<file path="config.mk">
export PLATFORM = sky130hd
export DESIGN_NAME = abs_jump_and_increment_exec
export DESIGN_NICKNAME = d
export VERILOG_FILES = /design/src/verilog/inc_alu.v /design/src/verilog/abs_jump_and_increment_exec.v
export VERILOG_INCLUDE_DIRS = /design/src /design/src/verilog
export SDC_FILE = /design/constraint.sdc
export NUM_CORES = 1
export LEC_CHECK = 0
export BUFFER_PORTS_ARGS = -buffer_cell sky130_fd_sc_hd__buf_2
export CAP_MARGIN = 5
export CORE_UTILIZATION = 53
export CTS_BUF_LIST = sky130_fd_sc_hd__clkbuf_2 sky130_fd_sc_hd__clkbuf_4 sky130_fd_sc_hd__clkbuf_8
export DETAILED_ROUTE_END_ITERATION = 7
export PLACE_DENSITY = 0.82
export SLEW_MARGIN = 20
export SYNTH_ARGS = -nofsm -noshare
export SYNTH_HDL_FRONTEND = slang
export SYNTH_HIERARCHICAL = 1
export SYNTH_SLANG_ARGS = --single-unit
export TNS_END_PERCENT = 100
</file>
<file path="constraint.sdc">
create_clock -name ref_clk -period 2.4 [get_ports ref_clk]
set_input_delay 0.24 -clock ref_clk [delete_from_list [all_inputs] [get_ports ref_clk]]
set_output_delay 0.24 -clock ref_clk [all_outputs]
set_load 0.02 [all_outputs]
</file>
<file path="src/verilog/jump_inc_map.vh">
// constant map for the absolute jump and increment execute block
`ifndef JUMP_INC_MAP_VH
`define JUMP_INC_MAP_VH
`define OPC_JUMP_HI 8'hef
`define OPC_JUMP_W2 4'hf
`define OPC_INC 6'h0a
`define PH_Q1 2'h0
`define PH_Q2 2'h1
`define PH_Q3 2'h2
`define PH_Q4 2'h3
`define PC_W 21
`define PC_RST 21'h000000
`define PC_STEP 21'h000002
`define ADDR_W 12
`define ACC_BANK_HI 4'h0
`define BSR_RST 4'h0
`define W_RST 8'h00
`define FLAG_C 0
`define FLAG_DC 1
`define FLAG_Z 2
`define FLAG_OV 3
`define FLAG_N 4
`define STATUS_RST 5'h00
`endif

</file>
<file path="src/verilog/inc_alu.v">
// increment arithmetic with flag generation
`timescale 1ns/100ps
`include "jump_inc_map.vh"
module inc_alu (
  input wire [7:0] operand,
  output wire [7:0] result,
  output wire [4:0] flags
);
  wire [8:0] sum;
  wire [4:0] nib;
  // full and low-nibble sums
  assign sum = {1'b0, operand} + 9'h001; // RULE_05
  assign nib = {1'b0, operand[3:0]} + 5'h01;
  assign result = sum[7:0];
  // flag vector: n, ov, z, dc, c
  assign flags[`FLAG_C] = sum[8]; // RULE_09
  assign flags[`FLAG_DC] = nib[4]; // RULE_09
  assign flags[`FLAG_Z] = (sum[7:0] == 8'h00); // RULE_09
  assign flags[`FLAG_OV] = ~operand[7] & sum[7]; // RULE_05
  assign flags[`FLAG_N] = sum[7]; // RULE_05
endmodule

</file>
<file path="src/verilog/abs_jump_and_increment_exec.v">
// four-phase decode and execute of the absolute jump and register increment
//
// Added by the designer: the strobed register port and the register offsets.
`timescale 1ns/100ps
`include "jump_inc_map.vh"
// How it works
// RULE_01 - jump literal loads pc bits 20:1, bit0 zero
// RULE_02 - jump is two words, ef then f prefix
// RULE_03 - jump takes two cycles, flags untouched
// RULE_04 - any 20-bit literal reaches whole space
// RULE_05 - increment adds one, updates five flags
// RULE_06 - d=0 writes accumulator, d=1 writes register
// RULE_07 - a=0 uses access bank, ignores bank select
// RULE_08 - a=1 uses bank select with register field
// RULE_09 - 0xff wraps to zero, sets z c dc
// RULE_10 - lone second word is nop; prefetch discarded
module abs_jump_and_increment_exec (
  input wire ref_clk,
  input wire nrst,
  input wire [15:0] instr_word,
  input wire [15:0] next_word,
  input wire [3:0] bsr_in,
  input wire bsr_we,
  input wire [7:0] dmem_rdata,
  output reg [1:0] phase_ff,
  output reg [`PC_W-1:0] pc_ff,
  output reg [`ADDR_W-1:0] dmem_addr_ff,
  output reg [7:0] dmem_wdata_ff,
  output reg dmem_we_ff,
  output reg [7:0] w_reg_ff,
  output reg [4:0] status_ff,
  output reg [3:0] bank_select_register_ff,
  output reg flush_ff,
  output reg jump_busy_ff
);
  // next-state values of every output register
  reg [1:0] nxt_phase;
  reg [`PC_W-1:0] nxt_pc;
  reg [`ADDR_W-1:0] nxt_addr;
  reg [7:0] nxt_wdata;
  reg nxt_we;
  reg [7:0] nxt_w;
  reg [4:0] nxt_status;
  reg [3:0] nxt_bsr;
  reg nxt_flush;
  reg nxt_busy;
  // operand and low literal latched in q2
  reg [7:0] operand_ff;
  reg [7:0] nxt_operand;
  reg [7:0] lit_lo_ff;
  reg [7:0] nxt_lit_lo;
  // alu results and decode strobes
  wire [7:0] inc_res;
  wire [4:0] inc_flags;
  wire is_jump;
  wire is_inc;
  wire is_w2;

  // increment datapath
  inc_alu u_alu (
    .operand(operand_ff),
    .result(inc_res),
    .flags(inc_flags)
  );

  // opcode decode of the word in execution
  assign is_jump = (instr_word[15:8] == `OPC_JUMP_HI); // RULE_02
  assign is_inc = (instr_word[15:10] == `OPC_INC); // RULE_05
  assign is_w2 = (instr_word[15:12] == `OPC_JUMP_W2); // RULE_10

  // data address from access and bank bits
  function [`ADDR_W-1:0] data_addr;
    input a_bit;
    input [3:0] bank;
    input [7:0] f;
    begin
      if (a_bit) begin
        data_addr = {bank, f}; // RULE_08
      end else begin
        data_addr = {`ACC_BANK_HI, f}; // RULE_07
      end
    end
  endfunction

  // phase sequencing and execution
  always @* begin
    nxt_phase = phase_ff + 2'h1;
    nxt_pc = pc_ff;
    nxt_addr = dmem_addr_ff;
    nxt_wdata = dmem_wdata_ff;
    nxt_we = 1'b0;
    nxt_w = w_reg_ff;
    nxt_status = status_ff;
    nxt_bsr = bsr_we ? bsr_in : bank_select_register_ff;
    nxt_flush = 1'b0;
    nxt_busy = jump_busy_ff;
    nxt_operand = operand_ff;
    nxt_lit_lo = lit_lo_ff;
    case (phase_ff)
      `PH_Q1: begin
        // decode; address is formed for the read
        if (!jump_busy_ff && is_inc) begin
          nxt_addr = data_addr(instr_word[8], bank_select_register_ff, instr_word[7:0]);
        end
      end
      `PH_Q2: begin
        // low literal byte or the register operand is latched
        if (!jump_busy_ff && is_jump) begin
          nxt_lit_lo = instr_word[7:0]; // RULE_02
        end else if (!jump_busy_ff && is_inc) begin
          nxt_operand = dmem_rdata;
        end
      end
      `PH_Q3: begin
        // increment result settles through the alu
      end
      `PH_Q4: begin
        // results land at the edge that closes the instruction cycle
        if (jump_busy_ff) begin
          nxt_busy = 1'b0; // RULE_03
        end else if (is_jump) begin
          nxt_pc = {next_word[11:0], lit_lo_ff, 1'b0}; // RULE_01 RULE_04
          nxt_busy = 1'b1; // RULE_03
          nxt_flush = 1'b1; // RULE_10
        end else if (is_inc) begin
          nxt_status = inc_flags; // RULE_05 RULE_09
          nxt_pc = pc_ff + `PC_STEP;
          if (instr_word[9]) begin
            nxt_wdata = inc_res; // RULE_06
            nxt_we = 1'b1;
          end else begin
            nxt_w = inc_res; // RULE_06
          end
        end else if (is_w2) begin
          nxt_pc = pc_ff + `PC_STEP; // RULE_10
        end else begin
          nxt_pc = pc_ff + `PC_STEP;
        end
      end
      default: begin
        nxt_phase = `PH_Q1;
      end
    endcase
  end

  // phase counter, free running through q1..q4
  always @(posedge ref_clk or negedge nrst) begin
    if (!nrst) begin
      phase_ff <= `PH_Q1;
    end else begin
      phase_ff <= nxt_phase;
    end
  end

  // program counter
  always @(posedge ref_clk or negedge nrst) begin
    if (!nrst) begin
      pc_ff <= `PC_RST;
    end else begin
      pc_ff <= nxt_pc;
    end
  end

  // data memory port
  always @(posedge ref_clk or negedge nrst) begin
    if (!nrst) begin
      dmem_addr_ff <= {`ADDR_W{1'b0}};
      dmem_wdata_ff <= 8'h00;
      dmem_we_ff <= 1'b0;
    end else begin
      dmem_addr_ff <= nxt_addr;
      dmem_wdata_ff <= nxt_wdata;
      dmem_we_ff <= nxt_we;
    end
  end

  // working accumulator
  always @(posedge ref_clk or negedge nrst) begin
    if (!nrst) begin
      w_reg_ff <= `W_RST;
    end else begin
      w_reg_ff <= nxt_w;
    end
  end

  // status flags, only the increment writes them
  always @(posedge ref_clk or negedge nrst) begin
    if (!nrst) begin
      status_ff <= `STATUS_RST;
    end else begin
      status_ff <= nxt_status;
    end
  end

  // bank select, loaded from the side port
  always @(posedge ref_clk or negedge nrst) begin
    if (!nrst) begin
      bank_select_register_ff <= `BSR_RST;
    end else begin
      bank_select_register_ff <= nxt_bsr;
    end
  end

  // jump control: flush pulse, busy cycle, low literal
  always @(posedge ref_clk or negedge nrst) begin
    if (!nrst) begin
      flush_ff <= 1'b0;
      jump_busy_ff <= 1'b0;
      lit_lo_ff <= 8'h00;
    end else begin
      flush_ff <= nxt_flush;
      jump_busy_ff <= nxt_busy;
      lit_lo_ff <= nxt_lit_lo;
    end
  end

  // increment operand
  always @(posedge ref_clk or negedge nrst) begin
    if (!nrst) begin
      operand_ff <= 8'h00;
    end else begin
      operand_ff <= nxt_operand;
    end
  end
endmodule

</file>
== Word level (Yosys, flattened, before mapping) ==
Index checks and enable logic that the tools add are counted.
Storage, ports and cells
  logic and storage cells: 48
  input bits: 47
  bits in registers: 79
Operators by class
  reduce and logical (&&, ||, !) cells: 12
  muxes and demuxes: 10
  equality and inequality tests: 4
  bitwise operators: 6
  $add $sub $neg: 4
Operators by type and width (number)
  $add A21 B2 Y21 const B: 1
  $mux W21: 1
  $mux W12: 1
  $reduce_and A5 Y1: 2
  $add A8 B1 Y9 const B: 1
  $eq A8 B8 Y1 const B: 1
  $logic_not A8 Y1: 1
  $mux W1: 8
  $eq A6 B4 Y1 const B: 1
  $reduce_and A2 Y1: 3
  $add A4 B1 Y5 const B: 1
  $not A1 Y1: 5
  $reduce_and A4 Y1: 1
  $reduce_and A3 Y1: 1
  $add A2 B1 Y2 const B: 1
  $eq A2 B1 Y1 const B: 1
  $eq A2 B2 Y1 const B: 1
  $logic_and A1 B1 Y1: 2
  $logic_not A2 Y1: 1
  $and A1 B1 Y1: 1
  $logic_not A1 Y1: 1

== Logic depth before layout (Yosys ltp) ==
Gate-level depths: netlist of the first run.
  depth in word-level cells: 5
  gate-level depth with buffers: 7

== By module ==
Netlist of the first run, hierarchy kept.
By module, submodules not included
  abs_jump_and_increment_exec: area an instance 3462.1 um2, instances 1, sequential area each 1951.9 um2, cells an instance 294
  inc_alu: area an instance 220.2 um2, instances 1, sequential area each 0.0 um2, cells an instance 29

== Least setup slack after synthesis of the first run ==
No wires, ideal clock.
  path kind: register to register
  from: register pc_ff[1]
  to: register pc_ff[19]
  library setup time: 0.080 ns
  cell stages (with the launch flop): 7
  clock period less this slack: 1.997 ns
  arrival: 1.918 ns
  data required time: 2.320 ns
  setup slack: 0.403 ns
  buffers on the path: 0
  cell sequence: dfrtp_1 > ha_1 > nand4_1 > nor4_1 > nand4_1 > a21oi_1 > a2bb2oi_1
Between the ends
  cells in the longest elaborated chain, start to end: 2
RTL lines
  from (decl): line abs_jump_and_increment_exec.v:26  | output reg [`PC_W-1:0] pc_ff,
  from (signal assigned): line abs_jump_and_increment_exec.v:158  | pc_ff <= `PC_RST;
  from (signal assigned): line abs_jump_and_increment_exec.v:160  | pc_ff <= nxt_pc;
  $add A21 B2 Y21 (no source line)
  $mux W21: line abs_jump_and_increment_exec.v:121  | end else if (is_jump) begin
No other way between the ends.
A chain may end at the register's enable or synchronous reset.

== Worst setup path in the final report of the first run ==
  from: register pc_ff[1]
  to: register pc_ff[15]
The elaborated chain is that of the path after synthesis.

==> results of run 1 <==
per-stage QoR:
stage	cells	setup slack [ns]
2_1_floorplan	323	0.403
3_3_place_gp	500	0.508
3_5_place_dp	500	0.487
4_1_cts	516	0.443
5_1_grt	516	0.275
6_report	516	0.458
final cells by class:
class | count | share of cell area
Clock buffer | 9 | 0.0277
Tap cell | 80 | 0.0224
Sequential cell | 78 | 0.436
Inverter | 9 | 0.00755
Timing Repair Buffer | 110 | 0.127
Clock inverter | 7 | 0.0132
Multi-Input combinational cell | 223 | 0.366
placed cells by master, fill, tap and decap left out, types with 3 or more instances in the layout:
cell type | netlist | routed
and4_1 | 3 | 3
nor3_1 | 4 | 4
xnor2_1 | 4 | 4
clkbuf_8 | 0 | 9
o22ai_1 | 6 | 6
nand4_1 | 6 | 6
inv_1 | 9 | 9
nand3_1 | 12 | 12
a21oi_1 | 26 | 26
buf_4 | 2 | 7
ha_1 | 7 | 7
a2bb2oi_1 | 5 | 5
dfrtp_1 | 78 | 78
or3_1 | 3 | 3
clkinv_4 | 0 | 3
buf_2 | 0 | 103
nand2_1 | 30 | 30
mux2_2 | 49 | 49
o21ai_0 | 22 | 22
nor2_1 | 10 | 10
logic make-up after synthesis:
logic type,after synthesis
XOR/XNOR,6
buffers and inverters,22
adder cells (fa/ha/maj),7
AND/OR/NAND/NOR,89
multiplexers,51
other,1
flip-flops,78
AO/OA/AOI/OAI,69
layer usage:
layer  track usage  part of all wire  vias to the layer above
met4         0.111             0.018                        0
met3        0.0477             0.060                       12
met5             0                 0                        -
met1         0.272              0.42                     1412
met2         0.379              0.50                       91
li1              -                 -                     1392
cells in the mapped netlist, types with 2 or more instances:
library cell  count
o32ai_1           2
mux2_2           49
mux2i_1           2
xor2_1            2
o21ai_0          22
inv_1             9
clkbuf_1         10
o22ai_1           6
buf_4             2
nand3b_1          2
nand4_1           6
nor3_1            4
and4_1            3
a2bb2oi_1         5
or3_1             3
nor2b_1           2
ha_1              7
a31oi_1           2
a21oi_1          26
xnor2_1           4
nand3_1          12
nand2b_1          2
dfrtp_1          78
nor2_1           10
nand2_1          30
flip-flops by register name, indices dropped and copies added, names as in the netlist:
| name | cells |
|---|---|
| flush_ff | 1 |
| pc_ff | 20 |
| status_ff | 5 |
| dmem_wdata_ff | 8 |
| dmem_we_ff | 1 |
| w_reg_ff | 8 |
| operand_ff | 8 |
| jump_busy_ff | 1 |
| lit_lo_ff | 8 |
| dmem_addr_ff | 12 |
| bank_select_register_ff | 4 |
| phase_ff | 2 |
power breakdown:
| group | switching [mW] | internal, mW |
|---|---|---|
| Combinational | 0.218 | 0.141 |
| Sequential | 0.0775 | 1.38 |
| Clock | 0.524 | 0.387 |
worst max-delay path: stages (launching register included):
cell	delay, ns
dfrtp_1	0.45
ha_1	0.25
nand4_1	0.22
nor4_1	0.33
buf_4	0.19
nand3_1	0.08
a21oi_1	0.16
a2bb2oi_1	0.20
worst min-delay path by stage:
stage                   from                                      to  slack (ns)  cells past startpoint
2_1_floorplan           nrst  bank_select_register_ff[0]$_DFFE_PN0P_       -0.06                      0
3_3_place_gp            nrst                   pc_ff[10]$_DFFE_PN0P_        0.44                      1
6_report                nrst                   pc_ff[14]$_DFFE_PN0P_        0.02                      1
5_1_grt        dmem_rdata[1]               operand_ff[1]$_DFFE_PN0P_        0.10                      2
4_1_cts                 nrst                   pc_ff[10]$_DFFE_PN0P_        0.06                      1
3_5_place_dp            nrst                   pc_ff[10]$_DFFE_PN0P_        0.45                      1
==> results.toml, run 1 <==
[timing]
drv_slew = 0
fmaxAchievable_mhz = 515
grt_setup_unrepaired = "no"
fin_skew_ns = 0.00587
final-setup-viol-count = 0
slew_headroom = 0.360
finalHoldViolCount = 0
period_needed_ns = 1.94
max_slew.worst_pin.slew_ns = 0.959
timing.setup.tns_ns = 0
period_share = 0.809
holdWs_ns = 0.0187

[clocking]
cts_tree = "built"
cts_setup_buffers = 0
clock-sinks = 78
clockRootBuffer = "clkbuf_8"
cts_buffers = 9
cts-hold-fix-buffers = 0
cts_max_level = 3
cts.repair.resized = 0
clkTransAtPathRegs_ns = 0.08
clk_path_buf_depth = 2
insertion_delay_ns = 0.36

[critical_path]
path_max_fanout = 5
critPathLaunch = "pc_ff[1]$_DFFE_PN0P_"
reg2regPathDepth = 7
required_ns = 2.67
ff2ff_setup_slack_ns = 0.46
arrival_ns = 2.22
crit_type = "reg2reg"
r2r-end = "pc_ff[15]$_DFFE_PN0P_"
end_kind = "flop"
start_kind = "flop"
crit_path_end = "pc_ff[15]$_DFFE_PN0P_"
r2r-start = "pc_ff[1]$_DFFE_PN0P_"

[floorplan]
core-area_mm2 = 0.00676
die-area_mm2 = 0.00728
die_h_um = 85.4
fp.dieW_um = 85.4
initial_core_util = 0.545
num_rows = 30
ios = 110

[global_routing]
overflow = 0
grt_start_max_net_pins = 79
antenna_found_initial = 0
first_global_vias = 2771
grt_pass1_wl_um = 12500
grt_use_total = 0.223

[synth]
synthSimpleGateAreaFrac = 0.138
syn-num-nets = 377
ys_ff_latch = 78
syn_inst = 323
yosysTopAreaCell = "dfrtp_1"
synth_seq_area_share = 0.530
synthArstFlopShare = 1.00
netlist_area_mm2 = 0.00368
synth.distinct_cells = 48
synthAdderAreaFrac = 0.0238
synth.area.top_cells = "dfrtp_1 53%, mux2_2 15%, a21oi_1 3.5%"
synth_xor_area_frac = 0.0143
synth_edf_count = 0
yosysWarnings = 6
synth_flop_cell = "dfrtp_1"
synth_top_cell_area_share = 0.530
synth.avg_cell_area_um2 = 11.4
muxShareOfSynthArea = 0.155
synth_compound_gate_area_share = 0.111
synth_top_family_by_area = "multiplexers"

[routing]
drtAntennaViolNets = 0
first_pass_iters = 4
vias = 2907
via_per_inst = 5.63
drt_iter0_drc = 161
drt_wl_total_um = 7820
drc_errors = 0
wl_per_cell_um = 15.1

[layout]
antennaDiodeCount = 0
seqCellArea_mm2 = 0.00195
nFillCells = 523
nNetsFinal = 485
multi_input_area_mm2 = 0.00164
utilization = 0.662
fin_area_mm2 = 0.00447
drive_gt1_frac = 0.424
area_growth_pct = 21.4

[power]
power.density_mw_per_mm2 = 611
p_total_mw = 2.73
peakVddDrop_mv = 0.361
power_leakage_nw = 2.31

[place]
port_buffers = 104
placed_area_mm2 = 0.00429
hpwl_um = 5560
gp_congestion = 0.809

[run_status]
status = "complete, no violations"

[worst_hold_path]
min_path_type = "in2async"

[flow_run]
maxCapViolCount = 0
Power figures use the tool's default switching activity.
==> run 2: changes to the inputs <==
clock period = 1.9 ns   (was 2.4 ns; I/O delays follow)
==> run 2 against run 1 <==
Utilization up 3.9 points; power rose by 46%; global-route usage grew 1.7 points; cell count is 3.7% higher; clock-buffer cell count unchanged; sequential share of layout area fell by 2.4 points; routed wire length is 5.4% higher; cell area rose by 5.9%; die area is the same; critical path depth fell by 2; critical path type unchanged.
==> results.toml, run 2 (same netlist as run 1, synthesis figures left out) <==
[run_status]
status = "complete, no violations"

[critical_path]
worst_path_largest_cell_delay_ns = 0.46
critPathLaunch = "operand_ff[0]$_DFFE_PN0P_"
start_kind = "flop"
end_kind = "flop"
cp_num_buf_inv = 0
path_delay_family = "simple AND/OR/NAND/NOR gates"
crit_type = "reg2reg"
r2r-start = "operand_ff[0]$_DFFE_PN0P_"
required_ns = 2.15
cpMaxStageDelayCell = "dfrtp_1"
path_max_fanout = 6
path_cells = "ha_1 > and4_2 > nor3_1 > a2111oi_2 > mux2_2"
arrival_ns = 2.02

[layout]
utilization = 0.701
area_growth_pct = 28.6
layout_common_cells = "103 x buf_2, 78 x dfrtp_1, 49 x mux2_2"
nFillCells = 509
top_register = "pc_ff"
antennaDiodeCount = 0
fin_cells = 535
final_common_cell = "buf_2"
largest_reg_flops = 20
fin_area_mm2 = 0.00474
nNetsFinal = 504
drive_gt1_frac = 0.451
seqCellArea_mm2 = 0.00195
multi_input_area_mm2 = 0.00164
top_regs = "pc_ff x20, dmem_addr_ff x12"

[worst_hold_path]
hold_start = "dmem_rdata[3]"
min_path_type = "in2reg"

[place]
place_inst = 515
hpwl_um = 5990
port_buffers = 104
gp_congestion = 0.836
placed_area_mm2 = 0.00443

[routing]
wl_per_cell_um = 15.4
wl_met2_um = 4150
first_pass_iters = 6
wl_met3_um = 430
drt_wl_total_um = 8240
via_per_inst = 5.60
highest_layer = "met4"
vias = 2998
wl_met1_um = 3540
drtAntennaViolNets = 0
drt_iter0_drc = 131
drc_errors = 0

[timing]
timing.setup.tns_ns = 0
grt_setup_unrepaired = "no"
fmaxAchievable_mhz = 564
slew_headroom = 0.639
drv_slew = 0
period_needed_ns = 1.77
final-setup-viol-count = 0
period_share = 0.934
finalHoldViolCount = 0
fin_skew_ns = 0.00676
max_slew.worst_pin.slew_ns = 0.541

[power]
netSwitchingFraction = 0.255
combPwrFrac = 0.126
power_leakage_nw = 2.45
internal_power_mw = 2.97
p_sw_mw = 1.02
peakVddDrop_mv = 0.533
power.density_mw_per_mm2 = 841
seq_power_share = 0.462
pwr-share-clk = 0.412

[clocking]
clkTransAtPathRegs_ns = 0.08
clockRootBuffer = "clkbuf_8"
clk_path_buf_depth = 2
cts_max_level = 3
clock-sinks = 78
insertion_delay_ns = 0.36
cts_buffers = 9
cts_tree = "built"

[floorplan]
initial_core_util = 0.545
die_h_um = 85.4
core-area_mm2 = 0.00676
fp.dieW_um = 85.4
num_rows = 30
ios = 110
die-area_mm2 = 0.00728

[global_routing]
grt_use_total = 0.241
grt_start_max_net_pins = 46
overflow = 0
grt_pass1_wl_um = 13500
antenna_found_initial = 0
first_global_vias = 2873

[flow_run]
maxCapViolCount = 0
==> run 2: layout make-up <==
| class | instances | area share |
|---|---|---|
| repair buffers | 129 | 0.156 |
| clock buffers | 9 | 0.0261 |
| flip-flops and latches | 78 | 0.412 |
| inverters | 9 | 0.00713 |
| clock inverters | 7 | 0.0306 |
| multi-input cells | 223 | 0.347 |
| well taps | 80 | 0.0211 |
==> run 2: through the flow <==
step           power [mW]  hold slack, ns  setup slack (ns)
4_1_cts              4.00          0.0555             0.125
2_1_floorplan        2.12          -0.106           0.00378
3_3_place_gp         2.34           0.194             0.178
3_5_place_dp         2.36           0.198             0.141
6_report             3.98          0.0629             0.126
5_1_grt              4.15          0.0597            0.0183
==> run 2: worst paths after layout <==
kind | end | slack [ns] | cells past startpoint
max | status_ff[2]$_DFFE_PN0P_ | 0.13 | 5
min | operand_ff[3]$_DFFE_PN0P_ | 0.06 | 2
max reg2reg | status_ff[2]$_DFFE_PN0P_ | 0.13 | 5
min reg2reg | dmem_addr_ff[9]$_DFFE_PN0P_ | 0.49 | 2
max in group asynchronous | status_ff[0]$_DFFE_PN0P_ | 0.96 | 3
min in group asynchronous | pc_ff[10]$_DFFE_PN0P_ | 0.35 | 2
==> run 2: worst reg2reg max path: stages, from the launching register on <==
cell,delay [ns]
dfrtp_1,0.46
ha_1,0.32
and4_2,0.29
nor3_1,0.25
a2111oi_2,0.09
mux2_2,0.27
==> run 2: power groups by stage <==
stage | Sequential (mW) | Combinational, mW | Clock [mW]
floorplan | 1.96 | 0.163 | 0
global placement | 1.87 | 0.473 | 0
detailed placement | 1.87 | 0.484 | 0
CTS | 1.84 | 0.488 | 1.67
global route | 1.86 | 0.547 | 1.74
finish | 1.84 | 0.501 | 1.64
==> run 2: timing repair <==
item / in CTS / in global routing
buffers inserted: 0 / 3
endpoints found under the setup margin: 0 / 2
hold endpoints to repair: 38 / 0
gates resized for setup: 0 / 1
hold buffers: 1 / 0
==> run 2: routing by layer <==
layer  vias to the layer above  track usage
met1                      1463        0.302
met5                         -            0
met3                        11       0.0496
met2                        96        0.405
li1                       1428            -
met4                         0        0.105
==> run 3: changes to the inputs <==
CELL_PAD_IN_SITES_DETAIL_PLACEMENT = 0   (was default)
CELL_PAD_IN_SITES_GLOBAL_PLACEMENT = 1   (was default)
CORE_UTILIZATION = 41   (was 53)
PLACE_DENSITY = default   (was 0.82)
PLACE_DENSITY_LB_ADDON = 0.1   (was default)
==> run 3 against run 2 <==
Power down 4.1%; via count fell by 2.9%; critical path depth is 2 higher; utilization fell by 16 points; fmax rose by 1.3%; clock power down 9%; register-to-register slack improved by 0.02 ns; critical path type unchanged; largest cell class unchanged.
==> results.toml, run 3 (same netlist as run 1, synthesis figures left out) <==
[clocking]
cts-hold-fix-buffers = 1
cts.repair.resized = 0
clkTransAtPathRegs_ns = 0.08
cts_max_level = 3
clk_path_buf_depth = 2
cts_buffers = 9
cts_tree = "built"
insertion_delay_ns = 0.34
clockRootBuffer = "clkbuf_8"
cts_setup_buffers = 0
clock-sinks = 78

[power]
p_sw_uw = 960
seq_power_share = 0.482
netSwitchingFraction = 0.251
internal_power_mw = 2.86
pwr-share-clk = 0.394
p_total_mw = 3.82
combPwrFrac = 0.124
power.density_mw_per_mm2 = 812
power_leakage_nw = 2.43
peakVddDrop_mv = 0.402

[layout]
layout_common_cells = "103 x buf_2, 78 x dfrtp_1, 49 x mux2_2"
drive_gt1_frac = 0.445
final_common_cell = "buf_2"
top_regs = "pc_ff x20, dmem_addr_ff x12"
antennaDiodeCount = 0
top_register = "pc_ff"
nNetsFinal = 501
area_growth_pct = 27.8
largest_reg_flops = 20

[place]
hpwl_um = 5890
gp_congestion = 0.776
dp_slack_ns = 0.157
port_buffers = 104

[global_routing]
grt_pass1_wl_um = 13500
first_global_vias = 2759
grt_use_total = 0.181
antenna_found_initial = 0
overflow = 0
grt_start_max_net_pins = 46

[critical_path]
start_kind = "flop"
reg2regPathDepth = 7
ff2ff_setup_slack_ns = 0.15
crit_type = "reg2reg"
path_max_fanout = 5
r2r-end = "status_ff[2]$_DFFE_PN0P_"
end_kind = "flop"
r2r-start = "operand_ff[1]$_DFFE_PN0P_"
arrival_ns = 2.03
required_ns = 2.18

[timing]
period_share = 0.921
finalHoldViolCount = 0
grt_setup_unrepaired = "no"
drv_slew = 0
final-setup-viol-count = 0
period_needed_ns = 1.75
fmaxAchievable_mhz = 571
worst_slack_ns = 0.150
fin_skew_ns = 0.00895
timing.setup.tns_ns = 0

[floorplan]
die_h_um = 96.8
initial_core_util = 0.422
num_rows = 34
ios = 110
die-area_mm2 = 0.00936
fp.dieW_um = 96.8
core-area_mm2 = 0.00872

[flow_run]
maxCapViolCount = 0

[routing]
drt_wl_total_um = 8170
drtAntennaViolNets = 0
first_pass_iters = 4
wl_per_cell_um = 14.6
via_per_inst = 5.20
drc_errors = 0
vias = 2912
drt_iter0_drc = 98

[run_status]
status = "complete, no violations"

[worst_hold_path]
holdPathStages = 2
min_path_type = "in2reg"
hold_start = "dmem_rdata[3]"
min_to = "operand_ff[3]$_DFFE_PN0P_"
run 3: cell count changes in the layout (fill, tap and decap cells not counted), sizes merged:
cell | previous run | this run
buf | 128 | 125
bufinv | 4 | 3
clkbuf | 9 | 12
clkinvlp | 1 | 0
inv | 10 | 9
run 3: routing by layer:
layer	vias up	routed length [µm]	GRT usage
li1	1425	-	-
met1	1401	3650	0.241
met2	74	4010	0.293
met3	12	376	0.0347
met4	0	136	0.0689
met5	-	0	0
run 3: how the worst max path moves through the flow:
stage,depth (start not counted),startpoint,end
after floorplan,6,phase_ff[0]$_DFF_PN0_,w_reg_ff[0]$_DFFE_PN0P_
after global placement,7,pc_ff[1]$_DFFE_PN0P_,pc_ff[19]$_DFFE_PN0P_
after detailed placement,6,instr_word[12],lit_lo_ff[7]$_DFFE_PN0P_
after CTS,7,pc_ff[1]$_DFFE_PN0P_,pc_ff[19]$_DFFE_PN0P_
after global routing,5,operand_ff[0]$_DFFE_PN0P_,status_ff[2]$_DFFE_PN0P_
final,7,operand_ff[1]$_DFFE_PN0P_,status_ff[2]$_DFFE_PN0P_
run 3: metrics by stage:
stage,hold WS [ns],utilization,instance area (µm²),instances
final,0.0777,0.540,4710,560
after CTS,0.0579,0.540,4710,560
after floorplan,-0.106,-,3690,323
after global routing,0.0671,0.540,4710,560
after detailed placement,0.189,0.511,4460,543
after global placement,0.190,0.511,4460,543
run 3: final cells by class:
cell class | instances | area [µm²]
multi-input cells | 223 | 1640
flip-flops and latches | 78 | 1950
inverters | 9 | 33.8
clock buffers | 12 | 146
clock inverters | 4 | 95.1
well taps | 108 | 135
fillers | 821 | 4010
repair buffers | 126 | 703
run 3: critical path, stage by stage, from the launching register on:
cell and delay (ns):
dfrtp_1 0.44, and4_4 0.23, nand2_1 0.10, nor2_1 0.06, ha_1 0.30, nand2_1 0.07
a2111oi_2 0.29, mux2_2 0.21
run 3: power groups by stage:
stage	Combinational (mW)	Clock [mW]	Sequential [mW]
2_1_floorplan	0.163	0	1.96
3_3_place_gp	0.475	0	1.87
3_5_place_dp	0.480	0	1.88
4_1_cts	0.483	1.55	1.84
5_1_grt	0.525	1.61	1.86
6_report	0.473	1.50	1.84
